--- config.mk ---
export PLATFORM = sky130hd
export DESIGN_NAME = lbgs_top
export DESIGN_NICKNAME = d
export VERILOG_FILES = /design/src/hw/lbgs_pkg.sv /design/src/hw/lbgs_top.sv
export VERILOG_INCLUDE_DIRS = /design/src /design/src/hw
export SDC_FILE = /design/constraint.sdc
export NUM_CORES = 1
export LEC_CHECK = 0
export BUFFER_PORTS_ARGS = -buffer_cell sky130_fd_sc_hd__buf_2
export CAP_MARGIN = 20
export CORE_ASPECT_RATIO = 1.2
export CORE_MARGIN = 5
export CORE_UTILIZATION = 56
export DETAILED_ROUTE_END_ITERATION = 16
export PLACE_DENSITY = 0.77
export SLEW_MARGIN = 10
export SYNTH_ARGS = -nofsm -noshare
export SYNTH_HDL_FRONTEND = slang
export SYNTH_SLANG_ARGS = --single-unit
export TNS_END_PERCENT = 1
--- constraint.sdc ---
create_clock -name clk_i -period 3.7 [get_ports clk_i]
set_clock_uncertainty 0.15 [all_clocks]
set_input_delay 0.185 -clock clk_i [delete_from_list [all_inputs] [get_ports clk_i]]
set_output_delay 0.185 -clock clk_i [all_outputs]
set_load 0.01 [all_outputs]
--- src/hw/lbgs_regs.svh ---
// Purpose: Constants for the LED buck gate sequencer.
// Assumes: 10 MHz clock, 100 ns period.
// Notes: Time figures are turned into clock counts inside the design.
// Function
// - Either current comparator trip turns gate off.
// - Off timer starts when gate drops.
// - Timer expiry turns gate back on.
// - Ignore peak trip comparators 500 ns after turn-on.
// - Off time is programmable count, 40ps/ohm.
// - Dimming below 0.5V keeps gate off.
// - Threshold tenth of dimming, capped 0.25V.
// - Floating dimming input uses full threshold.
// - Overcurrent holds gate low for 4 ms.
// - Off over 4 s restarts at 100%.
// - Short mains cycle advances current level.
// - Straps select level sequence.
// - After last level, wrap to 100%.
// - Both straps floating: always 100%.
// - Dimming low stops only switching.
`ifndef LBGS_REGS_SVH
`define LBGS_REGS_SVH
`define LBGS_CLK_PERIOD_NS 100
`define LBGS_BLANK_NS 500
`define LBGS_OCP_HOLD_MS 4
`define LBGS_SEQ_WINDOW_S 4
`define LBGS_TOFF_PS_PER_OHM 40
`define LBGS_PCT_FULL 7'h64
`define LBGS_PCT_30 7'h1E
`define LBGS_PCT_50 7'h32
`define LBGS_PCT_20 7'h14
`define LBGS_INT_LEVEL_EV 0
`define LBGS_INT_OCP_EV 1
`define LBGS_NS_PER_MS 1000000
`define LBGS_MS_PER_S 1000
`define LBGS_A_STAT 4'h0
`define LBGS_A_MASK 4'h4
`define LBGS_A_STATE 4'h8
`endif

--- src/hw/lbgs_pkg.sv ---
// Purpose: Types for the LED buck gate sequencer.
// Assumes: Used by lbgs_top and its bench.
// Notes: Comparator results travel together as one struct.
`default_nettype none
package lbgs_pkg;
	// Switching phase of the gate controller.
	typedef enum logic [1:0] {LBGS_ON, LBGS_OFF, LBGS_HOLD, LBGS_DIM} lbgs_phase_t;
	// Sequence selected by the straps.
	typedef enum logic [1:0] {LBGS_SEQ_NONE, LBGS_SEQ_30, LBGS_SEQ_50, LBGS_SEQ_50_20} lbgs_seq_t;
	// Analog comparator results, all active high.
	typedef struct packed {
		logic fixed_trip;  // Sense above the fixed 250 mV reference.
		logic dim_trip;    // Sense above one tenth of the dimming input.
		logic ocp_trip;    // Sense above the 0.4 V overcurrent limit.
		logic dim_low;     // Dimming input below 0.5 V.
	} lbgs_cmp_t;
endpackage
`default_nettype wire

--- src/hw/lbgs_top.sv ---
// Purpose: Gate sequencing for a constant off-time peak current LED buck driver.
// Assumes: Comparators and the threshold DAC are analog; they arrive as asynchronous levels.
// Notes: The threshold output is a percentage fed to the analog reference scaler.
//
// Decided for this implementation: the plain strobed port and the address map.
`include "lbgs_regs.svh"
`default_nettype none
module lbgs_top
	import lbgs_pkg::*;
#(
	parameter int TOFF_W = 24,
	parameter int OCP_HOLD_CYC = (`LBGS_OCP_HOLD_MS * `LBGS_NS_PER_MS) / `LBGS_CLK_PERIOD_NS,
	parameter int SEQ_WIN_CYC =
		(`LBGS_SEQ_WINDOW_S * `LBGS_NS_PER_MS) / `LBGS_CLK_PERIOD_NS * `LBGS_MS_PER_S
) (
	// Clock and reset.
	input wire logic clk_i,
	input wire logic rst_i,
	// Asynchronous analog comparator results and pins.
	input wire lbgs_cmp_t cmp_i,
	input wire logic dim_float_i,
	input wire logic seq_cfg_a_gnd_i,
	input wire logic seq_cfg_b_gnd_i,
	input wire logic mains_ok_i,
	// Programmed off time in clock cycles (timing resistor times 40 ps / period).
	input wire logic [TOFF_W-1:0] toff_cyc_i,
	// Plain register port.
	input wire logic [3:0] addr_i,
	input wire logic [31:0] wdata_i,
	input wire logic wr_i,
	input wire logic rd_i,
	output logic [31:0] rdata_o,
	// Gate drive, level percentage and interrupt.
	output logic gate_o,
	output logic [6:0] level_pct_o,
	output logic blank_o,
	output logic irq_o
);
	// ----------------------------------------------------------------
	// Constants
	// ----------------------------------------------------------------
	// Blanking count rounds up to whole cycles.
	localparam int BLANK_CYC = (`LBGS_BLANK_NS + `LBGS_CLK_PERIOD_NS - 1) / `LBGS_CLK_PERIOD_NS;
	localparam logic [3:0] BLANK_MAX = 4'(BLANK_CYC - 1);
	localparam logic [3:0] A_STAT = `LBGS_A_STAT;
	localparam logic [3:0] A_MASK = `LBGS_A_MASK;
	localparam logic [3:0] A_STATE = `LBGS_A_STATE;

	// ----------------------------------------------------------------
	// Input synchronisers
	// ----------------------------------------------------------------
	// Three stages; a change counts once stages two and three agree.
	localparam int NS = 8;
	logic [NS-1:0] raw_in;
	logic [NS-1:0] s1_ff, s2_ff, s3_ff, clean_ff;
	assign raw_in = {cmp_i, dim_float_i, seq_cfg_a_gnd_i, seq_cfg_b_gnd_i, mains_ok_i};
	genvar gi;
	generate
		for (gi = 0; gi < NS; gi++) begin : g_sync
			// Each input has its own three-stage chain and filter.
			always_ff @(posedge clk_i) begin
				if (rst_i) begin
					s1_ff[gi] <= 1'b0;
					s2_ff[gi] <= 1'b0;
					s3_ff[gi] <= 1'b0;
					clean_ff[gi] <= 1'b0;
				end else begin
					s1_ff[gi] <= raw_in[gi];
					s2_ff[gi] <= s1_ff[gi];
					s3_ff[gi] <= s2_ff[gi];
					if (s2_ff[gi] == s3_ff[gi]) begin
						clean_ff[gi] <= s3_ff[gi];
					end
				end
			end
		end
	endgenerate
	lbgs_cmp_t cmp_s;
	logic dim_float_s, cfg_a_s, cfg_b_s, mains_s;
	assign {cmp_s, dim_float_s, cfg_a_s, cfg_b_s, mains_s} = clean_ff;

	// Floating dimming input is pulled high: full threshold, no PWM dimming.
	logic dim_off;
	assign dim_off = cmp_s.dim_low && !dim_float_s;
	// Either comparator ends the on phase; dim trip ignored when floating.
	logic peak_trip;
	assign peak_trip = cmp_s.fixed_trip || (cmp_s.dim_trip && !dim_float_s);

	// ----------------------------------------------------------------
	// Gate state machine
	// ----------------------------------------------------------------
	lbgs_phase_t phase_ff;
	lbgs_phase_t nxt_phase;
	logic [3:0] blank_ff;
	logic [TOFF_W-1:0] toff_ff;
	logic [31:0] hold_ff;
	logic in_blank;
	assign in_blank = (blank_ff != 4'h0);

	// Next phase; dimming wins except during the overcurrent hold, then overcurrent, then normal switching.
	always_comb begin
		nxt_phase = phase_ff;
		case (phase_ff)
			LBGS_ON: begin
				if (dim_off) begin
					nxt_phase = LBGS_DIM;
				end else if (cmp_s.ocp_trip) begin
					nxt_phase = LBGS_HOLD;
				end else if (peak_trip && !in_blank) begin
					nxt_phase = LBGS_OFF;
				end
			end
			LBGS_OFF: begin
				if (dim_off) begin
					nxt_phase = LBGS_DIM;
				end else if (toff_ff <= TOFF_W'(1)) begin
					nxt_phase = LBGS_ON;
				end
			end
			LBGS_HOLD: begin
				if (hold_ff <= 32'h1) begin
					nxt_phase = dim_off ? LBGS_DIM : LBGS_ON;
				end
			end
			LBGS_DIM: begin
				if (!dim_off) begin
					nxt_phase = LBGS_ON;
				end
			end
			default: nxt_phase = LBGS_DIM;
		endcase
	end

	// Phase register.
	always_ff @(posedge clk_i) begin
		if (rst_i) begin
			phase_ff <= LBGS_DIM;
		end else begin
			phase_ff <= nxt_phase;
		end
	end

	// Blanking counter loaded on every entry to the on phase.
	always_ff @(posedge clk_i) begin
		if (rst_i) begin
			blank_ff <= 4'h0;
		end else if (nxt_phase == LBGS_ON && phase_ff != LBGS_ON) begin
			blank_ff <= BLANK_MAX + 4'h1;
		end else if (blank_ff != 4'h0) begin
			blank_ff <= blank_ff - 4'h1;
		end
	end

	// Off timer starts as the gate falls after a peak trip.
	always_ff @(posedge clk_i) begin
		if (rst_i) begin
			toff_ff <= '0;
		end else if (phase_ff == LBGS_ON && nxt_phase == LBGS_OFF) begin
			toff_ff <= toff_cyc_i;
		end else if (phase_ff == LBGS_OFF && toff_ff != '0) begin
			toff_ff <= toff_ff - TOFF_W'(1);
		end
	end

	// Overcurrent hold counter; no off-timer restarts while it runs.
	always_ff @(posedge clk_i) begin
		if (rst_i) begin
			hold_ff <= 32'h0;
		end else if (phase_ff != LBGS_HOLD && nxt_phase == LBGS_HOLD) begin
			hold_ff <= 32'(OCP_HOLD_CYC);
		end else if (phase_ff == LBGS_HOLD && hold_ff != 32'h0) begin
			hold_ff <= hold_ff - 32'h1;
		end
	end

	// Registered gate and blanking outputs.
	always_ff @(posedge clk_i) begin
		if (rst_i) begin
			gate_o <= 1'b0;
			blank_o <= 1'b0;
		end else begin
			gate_o <= (nxt_phase == LBGS_ON);
			blank_o <= (nxt_phase == LBGS_ON) && (phase_ff != LBGS_ON || blank_ff > 4'h1);
		end
	end

	// ----------------------------------------------------------------
	// Power level sequencer
	// ----------------------------------------------------------------
	lbgs_seq_t seq_sel;
	// Strap decode: a grounded strap reads as one.
	always_comb begin
		case ({cfg_a_s, cfg_b_s})
			2'b01: seq_sel = LBGS_SEQ_30;
			2'b10: seq_sel = LBGS_SEQ_50;
			2'b11: seq_sel = LBGS_SEQ_50_20;
			default: seq_sel = LBGS_SEQ_NONE;
		endcase
	end

	logic [1:0] step_ff;
	logic [31:0] dark_ff;
	logic mains_d_ff;
	logic rise;
	assign rise = mains_s && !mains_d_ff;
	// A rise counts as a sequencing action only after a short dark time.
	logic short_rise;
	assign short_rise = rise && (dark_ff <= 32'(SEQ_WIN_CYC));
	logic [1:0] last_step;
	assign last_step = (seq_sel == LBGS_SEQ_50_20) ? 2'h2 : 2'h1;

	// Mains edge tracking and dark-time measurement, kept on hold-up supply.
	always_ff @(posedge clk_i) begin
		if (rst_i) begin
			mains_d_ff <= 1'b0;
			// Reset counts as a long power-off, so the first rise starts at full level.
			dark_ff <= 32'(SEQ_WIN_CYC + 1);
		end else begin
			mains_d_ff <= mains_s;
			if (mains_s) begin
				dark_ff <= 32'h0;
			end else if (dark_ff <= 32'(SEQ_WIN_CYC)) begin
				dark_ff <= dark_ff + 32'h1;
			end
		end
	end

	// Level step: advance on a short cycle, back to full after a long one.
	always_ff @(posedge clk_i) begin
		if (rst_i) begin
			step_ff <= 2'h0;
		end else if (seq_sel == LBGS_SEQ_NONE) begin
			step_ff <= 2'h0;
		end else if (dark_ff > 32'(SEQ_WIN_CYC)) begin
			// Long dark time; this also covers the rise cycle that ends it.
			step_ff <= 2'h0;
		end else if (short_rise) begin
			step_ff <= (step_ff >= last_step) ? 2'h0 : step_ff + 2'h1;
		end
	end

	// Percentage to the reference scaler.
	always_ff @(posedge clk_i) begin
		if (rst_i) begin
			level_pct_o <= `LBGS_PCT_FULL;
		end else begin
			case (step_ff)
				2'h1: level_pct_o <= (seq_sel == LBGS_SEQ_30) ? `LBGS_PCT_30 : `LBGS_PCT_50;
				2'h2: level_pct_o <= `LBGS_PCT_20;
				default: level_pct_o <= `LBGS_PCT_FULL;
			endcase
		end
	end

	// ----------------------------------------------------------------
	// Interrupts and register port
	// ----------------------------------------------------------------
	logic [1:0] stat_ff, mask_ff;
	logic [1:0] ev;
	assign ev[`LBGS_INT_LEVEL_EV] = short_rise && seq_sel != LBGS_SEQ_NONE;
	assign ev[`LBGS_INT_OCP_EV] = (phase_ff != LBGS_HOLD) && (nxt_phase == LBGS_HOLD);

	// Sticky status; a new event wins over a write-one clear.
	always_ff @(posedge clk_i) begin
		if (rst_i) begin
			stat_ff <= 2'h0;
		end else if (wr_i && addr_i == A_STAT) begin
			stat_ff <= (stat_ff & ~wdata_i[1:0]) | ev;
		end else begin
			stat_ff <= stat_ff | ev;
		end
	end

	// Mask register.
	always_ff @(posedge clk_i) begin
		if (rst_i) begin
			mask_ff <= 2'h0;
		end else if (wr_i && addr_i == A_MASK) begin
			mask_ff <= wdata_i[1:0];
		end
	end

	assign irq_o = |(stat_ff & mask_ff);

	// Read data valid the cycle after the strobe, zero otherwise.
	always_ff @(posedge clk_i) begin
		if (rst_i) begin
			rdata_o <= 32'h0;
		end else if (rd_i && addr_i == A_STAT) begin
			rdata_o <= {30'h0, stat_ff};
		end else if (rd_i && addr_i == A_MASK) begin
			rdata_o <= {30'h0, mask_ff};
		end else if (rd_i && addr_i == A_STATE) begin
			rdata_o <= {21'h0, level_pct_o, step_ff, phase_ff};
		end else begin
			rdata_o <= 32'h0;
		end
	end

	// ----------------------------------------------------------------
	// Assertions
	// ----------------------------------------------------------------
	property p_trip_off;
		@(posedge clk_i) disable iff (rst_i)
		(phase_ff == LBGS_ON && peak_trip && !in_blank && !dim_off && !cmp_s.ocp_trip)
			|=> !gate_o;
	endproperty
	a_trip_off: assert property (p_trip_off) else $error("gate not off after trip");

	property p_timer_start;
		@(posedge clk_i) disable iff (rst_i)
		(phase_ff == LBGS_ON && nxt_phase == LBGS_OFF) |=> (toff_ff == $past(toff_cyc_i));
	endproperty
	a_timer_start: assert property (p_timer_start) else $error("off timer not loaded");

	property p_expire_on;
		@(posedge clk_i) disable iff (rst_i)
		(phase_ff == LBGS_OFF && toff_ff == TOFF_W'(1) && !dim_off) |=> gate_o;
	endproperty
	a_expire_on: assert property (p_expire_on) else $error("gate not on after off time");

	property p_blank;
		@(posedge clk_i) disable iff (rst_i)
		(phase_ff != LBGS_ON && nxt_phase == LBGS_ON) |=> (phase_ff != LBGS_OFF) [*5];
	endproperty
	a_blank: assert property (p_blank) else $error("on phase cut during blanking");

	property p_dim_off;
		@(posedge clk_i) disable iff (rst_i)
		dim_off |=> !gate_o;
	endproperty
	a_dim_off: assert property (p_dim_off) else $error("gate on while dimmed off");

	property p_hold;
		@(posedge clk_i) disable iff (rst_i)
		(phase_ff != LBGS_HOLD && nxt_phase == LBGS_HOLD) |=> !gate_o [*8];
	endproperty
	a_hold: assert property (p_hold) else $error("gate on during overcurrent hold");

	property p_long_off;
		@(posedge clk_i) disable iff (rst_i)
		(!mains_s && dark_ff > 32'(SEQ_WIN_CYC) && seq_sel != LBGS_SEQ_NONE) |=> step_ff == 2'h0;
	endproperty
	a_long_off: assert property (p_long_off) else $error("level kept after long off");

	property p_advance;
		@(posedge clk_i) disable iff (rst_i)
		(rise && seq_sel != LBGS_SEQ_NONE && dark_ff <= 32'(SEQ_WIN_CYC) && step_ff < last_step)
			|=> step_ff == $past(step_ff) + 2'h1;
	endproperty
	a_advance: assert property (p_advance) else $error("level did not advance");

	property p_wrap;
		@(posedge clk_i) disable iff (rst_i)
		(rise && seq_sel != LBGS_SEQ_NONE && step_ff >= last_step) |=> step_ff == 2'h0;
	endproperty
	a_wrap: assert property (p_wrap) else $error("level did not wrap");

	property p_no_seq;
		@(posedge clk_i) disable iff (rst_i)
		(seq_sel == LBGS_SEQ_NONE) |=> ##1 level_pct_o == `LBGS_PCT_FULL || seq_sel != LBGS_SEQ_NONE;
	endproperty
	a_no_seq: assert property (p_no_seq) else $error("not full with no sequence");

	property p_hold_exit;
		@(posedge clk_i) disable iff (rst_i)
		(phase_ff == LBGS_HOLD && nxt_phase == LBGS_ON) |=> (gate_o && blank_o);
	endproperty
	a_hold_exit: assert property (p_hold_exit) else $error("hold exit unblanked");

	property p_ocp_event;
		@(posedge clk_i) disable iff (rst_i)
		(phase_ff != LBGS_HOLD && nxt_phase == LBGS_HOLD) |=> stat_ff[`LBGS_INT_OCP_EV];
	endproperty
	a_ocp_event: assert property (p_ocp_event) else $error("no overcurrent event");

	property p_long_rise;
		@(posedge clk_i) disable iff (rst_i)
		(rise && dark_ff > 32'(SEQ_WIN_CYC)) |=> step_ff == 2'h0;
	endproperty
	a_long_rise: assert property (p_long_rise) else $error("long cycle advanced");

	property p_level_30;
		@(posedge clk_i) disable iff (rst_i)
		(seq_sel == LBGS_SEQ_30 && step_ff == 2'h1) |=> level_pct_o == `LBGS_PCT_30;
	endproperty
	a_level_30: assert property (p_level_30) else $error("wrong second level");
endmodule // lbgs_top
`default_nettype wire

## Yosys cells after proc, flatten, opt, wreduce, memory -nomap -nowiden

Cells that the tools add are included.

- Equality and inequality tests: 23
- Multiplexer cells: 26
- Bitwise logic cells: 6
- Order comparisons: 6
- Add/sub/neg operators: 5
- Reductions and logical operators: 42

Operator list:

| cell | number |
|---|---|
| $mux 26 | 2 |
| $mux 24 | 2 |
| $add 32x1->32 const B | 1 |
| $gt 32x26->1 const B | 1 |
| $le 32x1->1 const B | 1 |
| $le 32x26->1 const B | 1 |
| $mux 16 | 2 |
| $reduce_bool 32->1 | 1 |
| $sub 32x1->32 const B | 1 |
| $mux 2 | 14 |
| $le 24x1->1 const B | 1 |
| $reduce_bool 24->1 | 1 |
| $sub 24x1->24 const B | 1 |
| $logic_and 1x1->1 | 17 |
| $eq 2x2->1 const B | 7 |
| $pmux 7 s2 | 1 |
| $reduce_bool 2->1 | 6 |
| $eq 2x1->1 const B | 5 |
| $eq 1x1->1 | 8 |
| $pmux 2 s4 | 1 |
| $reduce_or 2->1 | 4 |
| $logic_not 2->1 | 3 |
| $mux 3 | 2 |
| $mux 6 | 1 |
| 18 further kinds | 24 |

- Output and inout bits: 42
- Input bits: 72
- Register bits: 174
- Logic and storage cells: 158

## Depth between registers and ports, before layout

- Depth after elaboration: 12
- Depth in mapped cells: 10
- Gate-level depth less buffers: 8

## Worst setup path before layout

No wires, ideal clock.

- Path type: reg2reg
- From: reg toff_ff[0]
- To: reg toff_ff[19]
- Stages on the path, launching flop included: 8
- Period minus slack after synthesis: 2.692 ns
- Arrival: 2.410 ns
- Path slack: 1.008 ns
- Path buffers: 1
- Setup time: 0.132 ns
- Data required time: 3.418 ns
- Cell sequence: dfxtp_1 or4_4 or4_1 or3_1 buf_2 or4_1 a32oi_1 a31oi_1

- Word-level cells in the longest chain between the ends: 7
- Elaborated cells between the ends (all ways): 12
- Classes of those cells: add/sub (1); order compare (1); eq/ne (1); mux (5); reduce/logical (4)

RTL lines:

| what | line | text |
|---|---|---|
| start: declaration | lbgs_top.sv:95 | `logic [TOFF_W-1:0] toff_ff;` |
| start signal: assignment | lbgs_top.sv:159 | `toff_ff <= toff_cyc_i;` |
| start signal: assignment | lbgs_top.sv:161 | `toff_ff <= toff_ff - TOFF_W'(1);` |
| $le 24x1->1 | lbgs_top.sv:116 | `end else if (toff_ff <= TOFF_W'(1)) begin` |
| $mux 2 | lbgs_top.sv:116 |  |
| $mux 2 | lbgs_top.sv:114 | `if (dim_off) begin` |
| $pmux 2 s4 | lbgs_top.sv:103 | `case (phase_ff)` |
| $eq 2x1->1 | lbgs_top.sv:158 | `end else if (phase_ff == LBGS_ON && nxt_phase == LBGS_OFF) begin` |
| $logic_and 1x1->1 | lbgs_top.sv:158 |  |
| $mux 24 / $reduce_bool 2->1 (equally long branches) | -- |  |

Parallel ways exist; a longest one is shown, timed or not. The select of a mux whose other input is x is not followed.
A chain may end at the register's enable or synchronous reset.

## Worst setup path in the final report

- From: reg toff_ff[16]
- To: reg toff_ff[16]

The elaborated chain is that of the path after synthesis.

==> flow_summary.ini <==
[timing]
slew_violations = 0
fmax_mhz = 321
period_share = 0.842
hold_viol = 0
rsz0062_at_grt = false
relSlewSlack = 0.318
tightest_slew_ns = 1.02
setup_viol = 0
setup_slack_ns = 0.584
whs_ns = 0.0406
tns_ns = 0
final.min_clock_period_ns = 3.12

[clock_tree]
clk_path_buf_depth = 2
cts_setup_buffers = 0
cts-root-buf = clkbuf_16
cts_tree = yes
clk_latency_ns = 0.42
cts_sinks = 151
path_clk_slew_ns = 0.06
h-tree-depth = 4
cts_buffers = 17

[cells_and_area]
layout_commonest_cell = dfxtp_1
drive_gt1_frac = 0.127
finalNetCount = 980
fin_cells = 1069
finalInstanceArea_um2 = 8220
area_growth_pct = 18.4
final_cell_mix = dfxtp_1 (151), nor2_1 (79), buf_2 (60), nand2_1 (53), a21oi_1 (51)

[critical_path]
crit_chain = or4_1, nand4b_1, o21ai_1, buf_4, nor2_1, o21ai_0, a21oi_1
cp-start-kind = register
worstPathRequired_ns = 3.82
critPathKind = reg2reg
crit_buf_inv = 1
critPathMaxFanout = 14
worst_ep_arrival_time_ns = 3.24
crit_family = simple AND/OR/NAND/NOR gates
cpPeakStageDelay_ns = 0.69
crit_path_top_delay_cell = or4_1
setup.worst_path.end_class = register

[floorplan]
die_h_um = 132
core-area_um2 = 12100
start_util = 0.573
die_area_um2 = 14700
die_x_um = 112
rows = 44
io_pins = 114

[detailed_routing]
drt_wl_total_um = 16100
drtPass1Iterations = 6
wl_per_cell_um = 15.1
drc = 0
drt_iter0_drc = 509
viasPerCell = 5.83
vias = 6231
detail-route-antenna-nets = 0

[yosys]
synth-compound-area-share = 0.160
synth.distinct_cells = 67
yosys.area_share.simple = 0.267
ys_async_sr_fraction = 0
ys.flop_type = dfxtp_1
avgSynthCellArea_um2 = 8.68
ys_seq_area_frac = 0.435
synth_warnings = 0
synth_fa_ha_area_frac = 0.0270
muxShareOfSynthArea = 0.0132
synth-edff-count = 0
synth_top_family_by_area = simple AND/OR/NAND/NOR gates
ys_ff_latch = 151
synthXorXnorAreaFrac = 0.0441
syn-instance-count = 800
syn-cell-area_um2 = 6940

[power]
powerDensity_nw_per_um2 = 783
p_leak_nw = 3.22
ir_drop_v = 0.000557

[global_route]
grt_pass1_wl_um = 27200
grt_usage = 0.220
grt_max_degree = 78
grt_pass1_vias = 5945
antenna_found_initial = 1
overflow = 0

[place]
gp_congestion = 0.888
io_buffer_count = 60
pre_cts_slack_ns = 0.613
dpl.hpwl_um = 10500
postPlaceCellArea_um2 = 7300
dp.cells = 997

[worst_hold_path]
hold_class = in2reg

[flow_run]
maxCapViolCount = 0

[run_status]
status = completed
## report_power, final
group          internal [mW]  leakage [nW]  switching, mW
sequential              1.89          1.23          0.270
clock                  0.920         0.256          0.663
combinational           1.04          1.73           1.65
total                   3.85          3.22           2.59
## cell usage after synthesis (all sizes together) (5+ instances only)
cell / count / area, um^2
a32oi: 5 / 43.8
or4: 19 / 146
a2111oi: 6 / 52.6
nor3: 19 / 95.1
inv: 18 / 67.6
nand2b: 5 / 31.3
mux2i: 8 / 80.1
o31ai: 5 / 37.5
o211ai: 19 / 143
nand3: 17 / 85.1
clkbuf: 23 / 86.3
buf: 32 / 214
nand2: 53 / 199
xnor2: 16 / 140
a31oi: 8 / 50.1
or2: 10 / 62.6
nor2b: 34 / 213
dfxtp: 151 / 3020
nand4: 10 / 62.6
a211oi: 6 / 45.0
nor3b: 7 / 57.6
nor4: 23 / 150
xor2: 19 / 166
o21ai: 45 / 225
or3: 23 / 144
and2: 19 / 119
and3: 5 / 31.3
a21oi: 51 / 255
ha: 15 / 188
o2111ai: 8 / 70.1
nor2: 79 / 297
## worst register-to-register path: cells and delay by family, from the launching register on
family	cells	cell delay [ns]
flops	1	0.38
simple gates	3	1.18
compound gates	3	0.94
buf+inv	1	0.31
## registers in the layout (all words and copies together), names as in the netlist, 4 cells and up
register     flops
s3_ff            8
s1_ff            8
clean_ff         4
hold_ff         32
rdata_o         10
s2_ff            8
blank_ff         4
toff_ff         24
level_pct_o      6
dark_ff         32
## path summary, 6_finish.rpt
path / from / end / slack [ns] / cells past startpoint
setup / recovery: toff_ff[16] / toff_ff[16] / 0.58 / 7
hold / removal: wr_i / mask_ff[1] / 0.04 / 4
setup reg to reg: toff_ff[16] / toff_ff[16] / 0.58 / 7
hold reg to reg: s1_ff[2] / s2_ff[2] / 0.29 / 1
## layout make-up
class,instances,area (um^2)
flip-flops and latches,151,3020
multi-input cells,598,3640
clock buffers,20,437
fillers,948,3890
diodes,2,5.00
well taps,161,201
repair buffers,107,748
inverters,18,67.6
clock inverters,12,106
## cell families (layout without fill, tap and decap cells)
group / count (synthesis) / in the layout
AND/OR/NAND/NOR: 341 / 341
AO/OA/AOI/OAI: 175 / 175
flip-flops: 151 / 151
buffers and inverters: 73 / 157
XOR/XNOR: 35 / 35
adder cells (fa/ha/maj): 15 / 15
multiplexers: 9 / 9
other: 1 / 25
## what timing repair did
item	in CTS	in global routing
gates resized for setup	0	0
endpoints found under the hold margin	38	0
hold buffers	38	0
## metrics by stage
step,util,power [mW]
6_report,0.679,6.44
4_1_cts,0.679,6.40
5_1_grt,0.679,6.88
2_1_floorplan,-,4.18
3_5_place_dp,0.602,4.77
3_3_place_gp,0.602,4.67
## metal layers
| metal | track usage | part of all wire | up-vias |
|---|---|---|---|
| met3 | 0.0500 | 0.046 | 49 |
| met4 | 0.124 | 0.034 | 0 |
| met5 | 0 | 0 | - |
| met2 | 0.369 | 0.49 | 198 |
| met1 | 0.258 | 0.42 | 2942 |
| li1 | - | - | 3042 |
No activity file was read; power rests on OpenSTA's default activity.
